File: config.mk
export PLATFORM = sky130hd
export DESIGN_NAME = asa_alarm_status_aggregator
export DESIGN_NICKNAME = d
export VERILOG_FILES = /design/src/core/asa_pkg.sv /design/src/core/asa_event_map.sv /design/src/core/asa_alarm_status_aggregator.sv
export SDC_FILE = /design/constraint.sdc
export NUM_CORES = 1
export LEC_CHECK = 0
export BUFFER_PORTS_ARGS = -buffer_cell sky130_fd_sc_hd__buf_2
export CAP_MARGIN = 20
export CORE_MARGIN = 4
export CORE_UTILIZATION = 43
export CTS_CLUSTER_DIAMETER = 100
export DETAILED_ROUTE_END_ITERATION = 16
export GPL_ROUTABILITY_DRIVEN = 0
export PLACE_DENSITY = 0.76
export RECOVER_POWER = 50
export SLEW_MARGIN = 20
export SYNTH_ARGS = -nofsm -noshare
export SYNTH_HDL_FRONTEND = slang
export SYNTH_SLANG_ARGS = --single-unit
File: constraint.sdc
create_clock -name CORE_CLK -period 1.14 [get_ports CORE_CLK]
set_input_delay 0 -clock CORE_CLK [delete_from_list [all_inputs] [get_ports CORE_CLK]]
set_output_delay 0 -clock CORE_CLK [all_outputs]
set_load 0.02 [all_outputs]
File: src/core/asa_pkg.sv
package asa_pkg;
  localparam int          ASA_AW          = 12;
  localparam int          ASA_DW          = 8;
  localparam int          ASA_NFLAG       = 6;
  localparam int          ASA_NLANE       = 16;
  localparam logic [11:0] ASA_OFS_SUMMARY = 12'h2c0;
  localparam logic [11:0] ASA_OFS_FLAGS   = 12'h2c1;
  localparam logic [11:0] ASA_OFS_MASKS   = 12'h2c2;
  localparam logic [11:0] ASA_OFS_LANES   = 12'h2c4;
  localparam logic [5:0]  ASA_FLAGS_RST   = 6'h3f;
  localparam logic [5:0]  ASA_MASKS_RST   = 6'h3f;
  localparam logic [15:0] ASA_LANES_RST   = 16'hffff;
  localparam int          ASA_B_FIFO      = 5;
  localparam int          ASA_B_PLL       = 4;
  localparam int          ASA_B_LINK      = 3;
  localparam int          ASA_B_REALIGN   = 2;
  localparam int          ASA_B_NCO       = 1;
  localparam int          ASA_B_CLK       = 0;
  localparam int          ASA_B_SUMMARY   = 0;

  // Raw conditions from the detectors, all on the core clock
  typedef struct packed {
    logic [15:0] lane_fifo_err;
    logic        pll_locked;
    logic        link_in_encoder_state;
    logic        link_startup;
    logic        link_realign;
    logic        sysref_realign;
    logic        nco_sync;
    logic        nco_phase_mismatch;
    logic        divider_mismatch;
  } asa_cond_s;

  typedef struct packed {
    logic              wr;
    logic              rd;
    logic [ASA_AW-1:0] addr;
    logic [ASA_DW-1:0] wdata;
  } asa_req_s;

  typedef struct packed {
    logic [5:0]        flags;
    logic [5:0]        masks;
    logic [15:0]       lanes;
    logic [ASA_DW-1:0] rdata;
    logic              rvalid;
  } asa_state_s;
endpackage

File: src/core/asa_event_map.sv
`timescale 1ns/10ps
// Turns raw detector conditions into per-flag set requests
module asa_event_map
  import asa_pkg::*;
(
  input  wire asa_pkg::asa_cond_s cond,
  input  wire logic               link_en,
  input  wire logic               mode_64b66b,
  output logic [5:0]              set_req
);
  always_comb begin
    set_req                = '0;
    set_req[ASA_B_FIFO]    = |cond.lane_fifo_err;
    set_req[ASA_B_PLL]     = !cond.pll_locked;
    if (mode_64b66b) begin
      set_req[ASA_B_LINK]  = cond.link_startup | cond.link_realign;
    end else begin
      set_req[ASA_B_LINK]  = link_en & !cond.link_in_encoder_state;
    end
    set_req[ASA_B_REALIGN] = cond.sysref_realign;
    set_req[ASA_B_NCO]     = !link_en | cond.nco_sync | cond.nco_phase_mismatch;
    set_req[ASA_B_CLK]     = cond.divider_mismatch;
  end
endmodule // asa_event_map

File: src/core/asa_alarm_status_aggregator.sv
`timescale 1ns/10ps
// How it works
// - Summary is one when unmasked flag set
// - Summary can drive the status pin
// - Any lane FIFO error sets bit 5
// - Write one clears flag, zero keeps
// - PLL not locked sets bit 4
// - 8b/10b: enabled, not encoding sets bit 3
// - 64b/66b: startup or realign sets bit 3
// - SYSREF realignment sets bit 2
// - Link off, NCO synced or mismatched sets bit 1
// - Divider mismatch sets bit 0
// - Reset sets all six flags
// - Flags undefined while link disabled
// - Mask bit one excludes flag
// - Masks reset all set
// - Clearing bit 5 clears lane bits
module asa_alarm_status_aggregator
  import asa_pkg::*;
(
  input  wire logic               CORE_CLK,
  input  wire logic               RST,
  input  wire logic               SOFT_RST,
  input  wire asa_pkg::asa_req_s  REQ,
  output logic [ASA_DW-1:0]       RDATA,
  output logic                    RVALID,
  input  wire asa_pkg::asa_cond_s COND,
  input  wire logic               SERIAL_LINK_ENABLE,
  input  wire logic               MODE_64B66B,
  input  wire logic               STATUS_PIN_SEL_ALARM,
  input  wire logic               CAL_STATUS,
  output logic                    STATUS_OUTPUT_PIN,
  output logic [5:0]              ALARM_FLAGS,
  output logic                    ALARM_SUMMARY
);
  // All registered state lives in one struct
  asa_state_s             s_q;
  asa_state_s             s_d;

  logic [ASA_NFLAG-1:0]   set_req;
  logic [ASA_NFLAG-1:0]   clr;
  logic [ASA_NFLAG-1:0]   flags_next;
  logic [ASA_NFLAG-1:0]   masks_next;
  logic [ASA_NFLAG-1:0]   masked;

  logic [ASA_NLANE-1:0]   lane_clr;
  logic [ASA_NLANE-1:0]   lanes_next;

  logic                   wr_flags;
  logic                   wr_masks;
  logic                   wr_lanes;
  logic                   summary;

  logic [ASA_DW-1:0]      word_summary;
  logic [ASA_DW-1:0]      word_flags;
  logic [ASA_DW-1:0]      word_masks;
  logic [ASA_DW-1:0]      word_lanes;
  logic [ASA_DW-1:0]      rd_word;

  // Detectors run on this clock, so their levels need no synchroniser
  asa_event_map asa_event_map_inst (
    .cond        (COND),
    .link_en     (SERIAL_LINK_ENABLE),
    .mode_64b66b (MODE_64B66B),
    .set_req     (set_req)
  );

  // Address compare shared by every write decode
  function automatic logic hit(
    input logic [ASA_AW-1:0] addr,
    input logic [ASA_AW-1:0] ofs
  );
    hit = addr == ofs;
  endfunction

  // Six-bit registers read back with the reserved top bits at zero
  function automatic logic [ASA_DW-1:0] widen6(
    input logic [ASA_NFLAG-1:0] v
  );
    widen6 = {{(ASA_DW-ASA_NFLAG){1'b0}}, v};
  endfunction

  function automatic logic [ASA_DW-1:0] place_bit(
    input logic bit_val,
    input int   pos
  );
    place_bit      = '0;
    place_bit[pos] = bit_val;
  endfunction

  function automatic logic [ASA_NFLAG-1:0] clear_bits(
    input logic              wr,
    input logic [ASA_DW-1:0] wdata
  );
    clear_bits = '0;
    if (wr) begin
      clear_bits = wdata[ASA_NFLAG-1:0];
    end
  endfunction

  function automatic logic [ASA_NLANE-1:0] lane_clear(
    input logic              wr,
    input logic [ASA_DW-1:0] wdata,
    input logic              fifo_clr
  );
    lane_clear = '0;
    if (wr) begin
      lane_clear[ASA_DW-1:0] = wdata;
    end
    // Only the low lanes are addressable, so the flag clear must reach all of them
    if (fifo_clr) begin
      lane_clear = '1;
    end
  endfunction

  // Set is ORed in after the clear, so an event in the clear cycle is kept
  function automatic logic sticky(
    input logic held,
    input logic wipe,
    input logic raise
  );
    sticky = (held & ~wipe) | raise;
  endfunction

  function automatic logic [ASA_DW-1:0] read_mux(
    input logic [ASA_AW-1:0] addr,
    input logic [ASA_DW-1:0] w_sum,
    input logic [ASA_DW-1:0] w_flags,
    input logic [ASA_DW-1:0] w_masks,
    input logic [ASA_DW-1:0] w_lanes
  );
    case (addr)
      ASA_OFS_SUMMARY: begin
        read_mux = w_sum;
      end
      ASA_OFS_FLAGS: begin
        read_mux = w_flags;
      end
      ASA_OFS_MASKS: begin
        read_mux = w_masks;
      end
      ASA_OFS_LANES: begin
        read_mux = w_lanes;
      end
      // Unmapped addresses read as zero
      default: begin
        read_mux = '0;
      end
    endcase
  endfunction

  // Writes to the summary address or to unmapped addresses are dropped
  assign wr_flags = REQ.wr && hit(REQ.addr, ASA_OFS_FLAGS);
  assign wr_masks = REQ.wr && hit(REQ.addr, ASA_OFS_MASKS);
  assign wr_lanes = REQ.wr && hit(REQ.addr, ASA_OFS_LANES);
  assign clr      = clear_bits(wr_flags, REQ.wdata);
  assign lane_clr = lane_clear(wr_lanes, REQ.wdata, clr[ASA_B_FIFO]);

  for (genvar f = 0; f < ASA_NFLAG; f++) begin : g_flag
    assign flags_next[f] = sticky(s_q.flags[f], clr[f], set_req[f]);
    assign masked[f]     = s_q.flags[f] & ~s_q.masks[f];
  end

  // Masks are plain read/write; the reserved bits are not stored
  for (genvar m = 0; m < ASA_NFLAG; m++) begin : g_mask
    assign masks_next[m] = wr_masks ? REQ.wdata[m] : s_q.masks[m];
  end

  // Lane bits follow the same sticky rule as the flags
  for (genvar l = 0; l < ASA_NLANE; l++) begin : g_lane
    assign lanes_next[l] = sticky(s_q.lanes[l], lane_clr[l], COND.lane_fifo_err[l]);
  end

  assign summary      = |masked;
  assign word_summary = place_bit(summary, ASA_B_SUMMARY);
  assign word_flags   = widen6(s_q.flags);
  assign word_masks   = widen6(s_q.masks);
  assign word_lanes   = s_q.lanes[ASA_DW-1:0];
  assign rd_word      = read_mux(REQ.addr, word_summary, word_flags, word_masks, word_lanes);

  always_comb begin
    s_d        = s_q;
    s_d.flags  = flags_next;
    s_d.masks  = masks_next;
    s_d.lanes  = lanes_next;

    s_d.rvalid = REQ.rd;
    s_d.rdata  = '0;
    if (REQ.rd) begin
      s_d.rdata = rd_word;
    end

    // Soft reset is synchronous and wins over any write in the same cycle
    if (SOFT_RST) begin
      s_d.flags = ASA_FLAGS_RST;
      s_d.masks = ASA_MASKS_RST;
      s_d.lanes = ASA_LANES_RST;
    end
  end

  always_ff @(posedge CORE_CLK or posedge RST) begin
    if (RST) begin
      s_q.flags  <= ASA_FLAGS_RST;
      s_q.masks  <= ASA_MASKS_RST;
      s_q.lanes  <= ASA_LANES_RST;
      s_q.rdata  <= '0;
      s_q.rvalid <= 1'b0;
    end else begin
      s_q <= s_d;
    end
  end

  // Flags other than bit 0 mean little while the link is off; software clears after enable
  assign RDATA             = s_q.rdata;
  assign RVALID            = s_q.rvalid;
  assign ALARM_FLAGS       = s_q.flags;
  assign ALARM_SUMMARY     = summary;
  assign STATUS_OUTPUT_PIN = STATUS_PIN_SEL_ALARM ? summary : CAL_STATUS;
endmodule // asa_alarm_status_aggregator

==> results of run 1 <==
-- cells in the mapped netlist, types with 4 or more instances --
| cell type | n |
|---|---|
| o21ai_0 | 16 |
| dfrtp_1 | 9 |
| a22oi_1 | 6 |
| and2_1 | 7 |
| a211o_1 | 4 |
| buf_4 | 14 |
| dfstp_2 | 20 |
| nor2b_1 | 5 |
| inv_1 | 8 |
| mux2i_1 | 6 |
| a21oi_1 | 7 |
| nor2_1 | 21 |
| nor4_1 | 4 |
| clkbuf_1 | 6 |
| nand2_1 | 15 |
-- worst max-delay path, stage by stage, from the launching register on --
cell and delay (ns):
dfstp_2 0.56, o22ai_4 0.08, or3_4 0.39, mux2_4 0.27, buf_6 0.13
-- state kept, by name, summed over array words and instances (netlist names) --
register / cells
s_q: 14
ALARM_FLAGS: 6
RDATA: 8
RVALID: 1
-- metrics by stage --
step                      util, %  TNS (ns)  setup WS [ns]
after global placement       58.8     -1.88         -0.250
after detailed placement     58.8     -2.19         -0.283
after floorplan                 -    -0.191         -0.191
final                        67.6    -0.894         -0.564
after global routing         67.6     -1.05         -0.607
after CTS                    67.4    -0.903         -0.566
-- path summary, 6_finish.rpt --
check | start | cells past startpoint | endpoint
worst max-delay path | s_q[27] | 4 | STATUS_OUTPUT_PIN
worst min-delay path | REQ[1] | 3 | s_q[26]
worst max register to register | s_q[29] | 4 | RDATA[4]
worst min register to register | s_q[15] | 2 | s_q[15]
max in group asynchronous | RST | 4 | RDATA[6]
min in group asynchronous | RST | 4 | RDATA[5]
-- cell families (layout without fill, tap and decap cells) --
kind of cell	after synthesis	count (layout)
flops	29	29
simple gates	71	71
buf+inv	28	131
fa+ha+maj	1	1
mux	7	7
compound gates	41	41
-- cell type report --
cell class,count,area [um2],share of cell area [%]
clock inverter,1,30.0,1.20
tap,48,60.1,2.39
clock buffer,7,86.3,3.44
multi-input combinational,120,805,32.0
timing repair buffer,115,749,29.8
sequential,29,751,29.9
inverter,8,30.0,1.20
-- routing by layer --
layer / vias up / GRT usage (%) / share of wire, %
met1: 765 / 22.8 / 41
met5: - / 0 / 0
met2: 52 / 32.1 / 50
met3: 11 / 6.19 / 6.7
met4: 0 / 7.45 / 2.0
li1: 808 / - / -
-- what timing repair did --
item	4_1_cts	5_1_grt
pin swaps	0	5
gates resized for setup	3	8
hold buffers	19	0
endpoints found under the hold margin	25	0
buffers inserted	0	1
endpoints found under the setup margin	3	8
-- power by group through the flow --
stage | clock network (mW) | registers, mW | logic (mW)
4_1_cts | 1.12 | 1.04 | 0.356
2_1_floorplan | 0 | 1.05 | 0.130
3_5_place_dp | 0 | 1.05 | 0.302
5_1_grt | 1.17 | 1.03 | 0.400
6_report | 1.11 | 1.04 | 0.363
3_3_place_gp | 0 | 1.05 | 0.295
==> impl_metrics.tcl, run 1 <==
set metrics [dict create \
    hold_viol_final 0 \
    synth_xor_area_share_pct 0 \
    drc 0 \
    n_antenna_cell 0 \
    period_needed_ns 1.70 \
    die_w_um 70.3 \
    peakVddDrop_uv 586 \
    worst_pin_slew_ns 0.695 \
    crit_fanout 2 \
    routedWlPerCell_um 13.9 \
    layout-area-overhead-vs-synth_pct 50.3 \
    synth_compound_area_share_pct 15.3 \
    die-height_um 70.3 \
    synth_area_um2 1670 \
    power.share.sequential_pct 41.3 \
    p_int_mw 1.94 \
    power.density_nw_per_um2 999 \
    worstPathRequired_ns 1.14 \
    arrival_ns 1.70 \
    p_comb_share_pct 14.5 \
    grt_pass1_vias 1664 \
    worst_setup_path_end_kind "primary output" \
    final_cell_mix "buf_2, buf_4, dfstp_2, nor2_1, dlygate4sd3_1" \
    ioPinCount 70 \
    htreeDepth 2 \
    synth_enable_flop_cells 0 \
    min_path_type "in2reg" \
    fmax_ghz 0.587 \
    syn_area_per_cell_um2 9.44 \
    synth.area.top_cells "dfstp_2, dfrtp_1, buf_4" \
    post-dp-hpwl_um 3380 \
    antenna_found_initial 0 \
    regToRegSetupSlack_ns 0.01 \
    viasPerCell 4.99 \
    yosysWarnings 0 \
    synth_seq_cells 29 \
    cts_tree "built" \
    cts_max_path_buffers 2 \
    critPathKind "reg2out" \
    synth.largest_area_cell "dfstp_2" \
    fin_ws_ns -0.564 \
    clk_latency_ns 0.29 \
    switching_share_pct 22.5 \
    num-nets-final 332 \
    clock-root-buffer "clkbuf_8" \
    grt-ovfl-total 0 \
    dr.pass1.iters 4 \
    status "finished, violations left" \
    async_flop_share_pct 100 \
    synth_top_family_by_area "simple AND/OR/NAND/NOR gates" \
    clkPwrFrac_pct 44.2 \
    grt_usage_pct 19.2 \
    synthSimpleGateAreaFrac_pct 25.5 \
    num_vias 1636 \
    fin_skew_ns 0.00412 \
    grt_pass1_wl_um 7450 \
    dieArea_um2 4950 \
    routed_wl_um 4550 \
    setup_viol 2 \
    syn_nets 230 \
    drtAntennaViolNets 0 \
    clkTransAtPathRegs_ns 0.06 \
    maxCapViolations 0 \
    startpoint_type "flip-flop" \
    grt_setup_unrepaired "true" \
    synthFlopType "dfstp_2" \
    place_area_um2 2190 \
    fp.coreArea_um2 3720 \
    netSwitchingPower_uw 564 \
    drt-initial-drc-count 103 \
    power_leakage_nw 1.18 \
    ys_seq_area_share_pct 44.9 \
    final_common_cell "buf_2" \
    finalMaxSlewViolations 0 \
    grt_start_max_net_pins 30 \
    cts_buffers 5 \
    nFillCells 309 \
    clock_sinks 29 \
    violations "negative setup slack" \
    netlist_instances 177 \
    yosys.area_share.adder_pct 0.599 \
    drive_gt1_share_pct 47.5 \
    min_period_over_period_pct 149 \
    dp.cells 302 \
    row_count 22 \
    power.total_mw 2.51 \
    instances_no_fill 328 \
    synth_cell_types 33 \
    relSlewSlack_pct 53.7 \
    numPortBuffers 69 \
    initial_core_util_pct 44.9 \
    synth.area.mux_share_pct 4.27 \
    final_area_um2 2510 \
    hold_ws_ns 0.00735 \
    synth_top_area_share_pct 31.5 \
]
Note: power is estimated with default switching activity, not from simulation.
==> run 2: changes to the inputs <==
- CTS_BUF_LIST: unset -> sky130_fd_sc_hd__clkbuf_16
==> run 2 against run 1 <==
- the run still ends with negative setup slack left
- sequential cell count stayed put
- power is 13% higher
- clock power is 31% higher
- combinational power is 4% lower
- utilization is 0.77 points higher
- clock-buffer cell count is 2 lower
- critical path depth stayed put
==> impl_metrics.tcl, run 2 (synthesized netlist as in run 1, its figures left out) <==
set metrics [dict create \
    p_comb_share_pct 12.2 \
    final_area_um2 2540 \
    critPathKind "reg2out" \
    wl_met1_um 1770 \
    dp.cells 302 \
    grt_setup_unrepaired "true" \
    worst_setup_path_end_kind "primary output" \
    grt_usage_pct 19.4 \
    final_common_cell "buf_2" \
    slowest_delay_ns 0.56 \
    cts_buffers 5 \
    routed_wl_um 4670 \
    fp.coreArea_um2 3720 \
    drc 0 \
    netSwitchingPower_uw 597 \
    worstPathRequired_ns 1.14 \
    p_int_mw 2.23 \
    die-height_um 70.3 \
    htreeDepth 2 \
    cts_max_path_buffers 2 \
    status "finished, violations left" \
    startpoint_type "flip-flop" \
    post-dp-hpwl_um 3380 \
    clock-root-buffer "clkbuf_16" \
    met2_wirelength_um 2440 \
    crit_fanout 2 \
    grt_pass1_wl_um 7490 \
    fmax_ghz 0.586 \
    period_needed_ns 1.71 \
    switching_share_pct 21.1 \
    relSlewSlack_pct 53.9 \
    routedWlPerCell_um 14.3 \
    min_period_over_period_pct 150 \
    cts_tree "built" \
    worst_pin_slew_ns 0.692 \
    clock_sinks 29 \
    clkTransAtPathRegs_ns 0.05 \
    worstPathCellList "o22ai_4, or3_4, mux2_4, buf_6" \
    row_count 22 \
    finalMaxSlewViolations 0 \
    n_antenna_cell 0 \
    die_w_um 70.3 \
    drt-initial-drc-count 93 \
    hold_viol_final 0 \
    grt_start_max_net_pins 30 \
    antenna_found_initial 0 \
    grt_pass1_vias 1634 \
    highest_layer "met4" \
    layout-area-overhead-vs-synth_pct 52.1 \
    place_area_um2 2190 \
    instances_no_fill 326 \
    slowest_stage "dfstp_2" \
    ioPinCount 70 \
    arrival_ns 1.71 \
    power_leakage_nw 1.20 \
    final_cell_mix "buf_2, buf_4, dfstp_2, nor2_1, nand2_1" \
    viasPerCell 5.08 \
    num_vias 1656 \
    fin_ws_ns -0.567 \
    min_path_type "in2reg" \
    maxCapViolations 0 \
    grt-ovfl-total 0 \
    clk_latency_ns 0.27 \
    dr.pass1.iters 4 \
    peakVddDrop_uv 854 \
    power.share.sequential_pct 36.6 \
    wl_met3_um 408 \
    setup_viol 3 \
    fin_skew_ns 0.00257 \
    power.density_nw_per_um2 1110 \
    violations "negative setup slack" \
    drtAntennaViolNets 0 \
    drive_gt1_share_pct 48.6 \
    clkPwrFrac_pct 51.1 \
    dieArea_um2 4950 \
    regMostFlops "s_q" \
    largest_reg_flops 14 \
    num-nets-final 330 \
    initial_core_util_pct 44.9 \
    numPortBuffers 69 \
]
run 2: cell types whose count changed in the layout (fill, tap and decap cells not counted), moves of 2 or more:
cell,delta
clkbuf_8,-6
clkbuf_1,-2
buf_6,+2
dlygate4sd3_1,-4
clkbuf_16,+5
run 2: layout make-up:
type	instances	area (um2)
well taps	48	60.1
flip-flops and latches	29	751
fillers	298	1180
clock buffers	5	125
clock inverters	3	37.5
repair buffers	113	733
multi-input cells	120	803
inverters	8	30.0
run 2: what timing repair did:
| action | CTS | global route |
|---|---|---|
| cloned | 0 | 0 |
| gates resized for setup | 5 | 7 |
| hold endpoints to repair | 22 | 0 |
| hold buffers | 15 | 0 |
| pin swaps | 0 | 4 |
| buffers inserted | 1 | 2 |
| setup endpoints to repair | 3 | 6 |
run 2: power groups by stage:
stage / logic [mW] / clock network (mW) / registers, mW
after floorplan: 0.130 / 0 / 1.05
after global routing: 0.383 / 1.52 / 1.04
final: 0.347 / 1.45 / 1.04
after global placement: 0.295 / 0 / 1.05
after detailed placement: 0.302 / 0 / 1.05
after CTS: 0.347 / 1.47 / 1.04
run 2: worst paths after layout:
kind,start,to,slack (ns),cells past startpoint
worst max-delay path,s_q[27],STATUS_OUTPUT_PIN,-0.57,4
worst min-delay path,REQ[2],s_q[27],0.01,3
worst max register to register,s_q[27],RDATA[0],-0.06,4
worst min register to register,s_q[16],s_q[16],0.48,2
max in group asynchronous,RST,RDATA[7],0.24,4
min in group asynchronous,RST,RVALID,0.46,4
run 2: critical path, delay by kind of cell, from the launching register on:
family	cells	cell delay (ns)
multiplexers	1	0.27
AND/OR/NAND/NOR	1	0.39
flip-flops	1	0.56
buffers and inverters	1	0.13
AO/OA/AOI/OAI	1	0.08
run 2: per-stage QoR:
stage / setup TNS (ns) / hold WS [ns] / setup WS (ns) / utilization (%) / total power, mW
6_report: -0.963 / 0.0122 / -0.567 / 68.4 / 2.83
5_1_grt: -1.18 / 0.00454 / -0.602 / 68.4 / 2.94
4_1_cts: -0.863 / 0.00352 / -0.546 / 67.9 / 2.86
3_5_place_dp: -2.19 / 0.0845 / -0.283 / 58.8 / 1.35
3_3_place_gp: -1.88 / 0.0760 / -0.250 / 58.8 / 1.35
2_1_floorplan: -0.191 / 0.0314 / -0.191 / - / 1.18
run 2: routing by layer:
metal  GRT usage [%]  vias up
met5               0        -
met4            6.60        0
met3            5.90        5
met2            33.6       66
met1            22.6      780
li1                -      805
==> run 3: changes to the inputs <==
- ABC_AREA: unset -> 1
- CORE_MARGIN: 4 -> 3
- CORE_UTILIZATION: 43 -> 51
- PLACE_DENSITY: 0.76 -> 0.84
- clock period: 1.14 -> 2.2 ns (I/O delays scaled with it)
==> run 3 against run 2 <==
- the flow now finishes without violations
- critical endpoint is now ALARM_FLAGS[1]
- register-to-register slack improved by 0.99 ns
- global-route usage is 3.1 points higher
- power is 52% lower
==> impl_metrics.tcl, run 3 <==
set metrics [dict create \
    synthFlopType "dfstp_2" \
    initial_core_util_pct 54.7 \
    fmax_ghz 0.627 \
    clock_sinks 29 \
    drtAntennaViolNets 0 \
    async_flop_share_pct 100 \
    drt-initial-drc-count 73 \
    viasPerCell 5.01 \
    worst_pin_slew_ns 0.835 \
    layout-area-overhead-vs-synth_pct 34.5 \
    power.density_nw_per_um2 594 \
    setup_viol 0 \
    antenna_found_initial 0 \
    crit_fanout 25 \
    final_common_cell "buf_2" \
    power.total_mw 1.35 \
    final_cell_mix "buf_2, nand2_1, nor2_1, nand3_1, dlygate4sd3_1" \
    fp.coreArea_um2 3100 \
    drive_gt1_share_pct 30.8 \
    slowest_delay_ns 0.55 \
    path_delay_family "simple AND/OR/NAND/NOR gates" \
    cts_max_path_buffers 2 \
    grt_setup_unrepaired "false" \
    largest_reg_flops 14 \
    nFillCells 272 \
    drc 0 \
    worst_setup_path_end_kind "flip-flop" \
    hold_ws_ns 0.00455 \
    netlist_instances 221 \
    cts_resized 0 \
    worstPathCellList "buf_2, nor2_1, nand2_1, nor2_4, nand2_2, nor2_4, nand2_1, nand2_1, nand3_1, dlygate4sd3_1" \
    dieArea_um2 4050 \
    clock-root-buffer "clkbuf_16" \
    yosysWarnings 0 \
    fin_ws_ns 0.606 \
    synth_enable_flop_cells 0 \
    arrival_ns 1.79 \
    whs_path_depth 4 \
    min_period_over_period_pct 72.5 \
    grt_start_max_net_pins 26 \
    routed_wl_um 4160 \
    hold_end "ALARM_FLAGS[4]" \
    finalSetupTns_ns 0 \
    clk_latency_ns 0.28 \
    num-nets-final 351 \
    dr.pass1.iters 4 \
    routedWlPerCell_um 12.1 \
    regMostFlops "s_q" \
    yosys.cell_count.top_type "nand2_1" \
    startpoint_type "primary input" \
    cts_buffers 5 \
    die-height_um 63.7 \
    hp-start "REQ[4]" \
    grt_usage_pct 22.5 \
    seqCellArea_um2 751 \
    period_needed_ns 1.59 \
    cts_tree "built" \
    fin_skew_ns 0.00453 \
    syn_nets 274 \
    ioPinCount 70 \
    hold_viol_final 0 \
    clkTransAtPathRegs_ns 0.05 \
    grt_pass1_wl_um 7000 \
    regToRegSetupSlack_ns 0.93 \
    numPortBuffers 69 \
    worstPathRequired_ns 2.40 \
    post-dp-hpwl_um 2980 \
    synth_cell_types 27 \
    finalMaxSlewViolations 0 \
    critPathKind "in2reg" \
    slowest_stage "dlygate4sd3_1" \
    post-route-util_pct 73.5 \
    pre_cts_slack_ns 0.724 \
    synth.area.top_cells "dfstp_2, dfrtp_1, nand2_1" \
    min_path_type "in2reg" \
    grt-ovfl-total 0 \
    status "finished clean" \
    cpMostUsedCell "nand2_1" \
    row_count 20 \
    synth_top_area_share_pct 31.0 \
    peakVddDrop_uv 391 \
    multi_input_area_um2 719 \
    maxCapViolations 0 \
    relSlewSlack_pct 44.3 \
    grt_pass1_vias 1611 \
    cp_num_buf_inv 2 \
    synth_seq_cells 29 \
    post_cts_buffers 0 \
    worstReg2RegStart "ALARM_FLAGS[2]" \
    die_w_um 63.7 \
    ys_seq_area_share_pct 44.2 \
    synth_common_cells "nand2_1, nor2_1, nand3_1, dfstp_2, inv_1" \
    n_antenna_cell 0 \
    ff2ff_path_depth 3 \
    synth_area_um2 1700 \
    reg2reg_to "ALARM_FLAGS[2]" \
    htreeDepth 2 \
    synth.largest_area_cell "dfstp_2" \
    power_leakage_nw 1.14 \
    syn_area_per_cell_um2 7.68 \
    num_vias 1719 \
]
run 3: cell types whose count changed in the layout (fill, tap and decap cells not counted), moves of 8 or more:
cell,change
nand2_1,+35
buf_2,-11
nor2_1,+10
o21ai_1,+8
clkbuf_1,+14
nand3_1,+25
buf_4,-27
inv_1,+11
run 3: metrics by stage:
step	cells	instance area, um2
after floorplan	221	1700
after global placement	314	1960
after detailed placement	314	1960
after CTS	343	2310
after global routing	343	2280
final	343	2280
run 3: layer usage:
metal	wire length (um)	vias to the layer above	GRT usage (%)
met1	1660	772	26.0
met5	0	-	0
met4	91	0	10.2
met2	2040	80	37.7
li1	-	858	-
met3	363	9	7.49
run 3: layout make-up:
type / instances / area share [%]
Inverter: 21 / 3.45
Sequential cell: 29 / 32.9
Timing Repair Buffer: 91 / 23.6
Clock inverter: 3 / 0.603
Clock buffer: 5 / 5.48
Multi-Input combinational cell: 150 / 31.5
Tap cell: 44 / 2.41
run 3: worst min-delay path: stages:
cell and delay (ns):
buf_2 0.11, nand2_1 0.05, nand2_1 0.05, nand3_1 0.06
run 3: logic make-up (layout without fill, tap and decap cells):
logic type	Yosys count	after routing	synth area share [%]
AO/OA/AOI/OAI	20	20	6.42
buffers and inverters	42	120	13.3
flip-flops	29	29	44.2
AND/OR/NAND/NOR	130	130	36.0
run 3: worst max-delay path by stage:
stage	from	endpoint	slack [ns]	cells past startpoint
2_1_floorplan	s_q[29]	RDATA[0]	0.95	9
3_3_place_gp	REQ[19]	s_q[30]	0.80	8
3_5_place_dp	REQ[13]	s_q[30]	0.72	8
4_1_cts	REQ[13]	ALARM_FLAGS[1]	0.62	10
5_1_grt	REQ[13]	ALARM_FLAGS[1]	0.46	10
6_report	REQ[13]	ALARM_FLAGS[1]	0.61	10
run 3: power by group:
part	leakage [nW]	internal, mW	switching (mW)
sequential	0.334	0.554	0.00435
combinational	0.735	0.0768	0.0881
clock	0.0748	0.408	0.223
total	1.14	1.04	0.315
run 3: repair_timing:
action                     4_1_cts  5_1_grt
hold buffers                    21        0
setup endpoints to repair        0        0
hold endpoints to repair        23        0
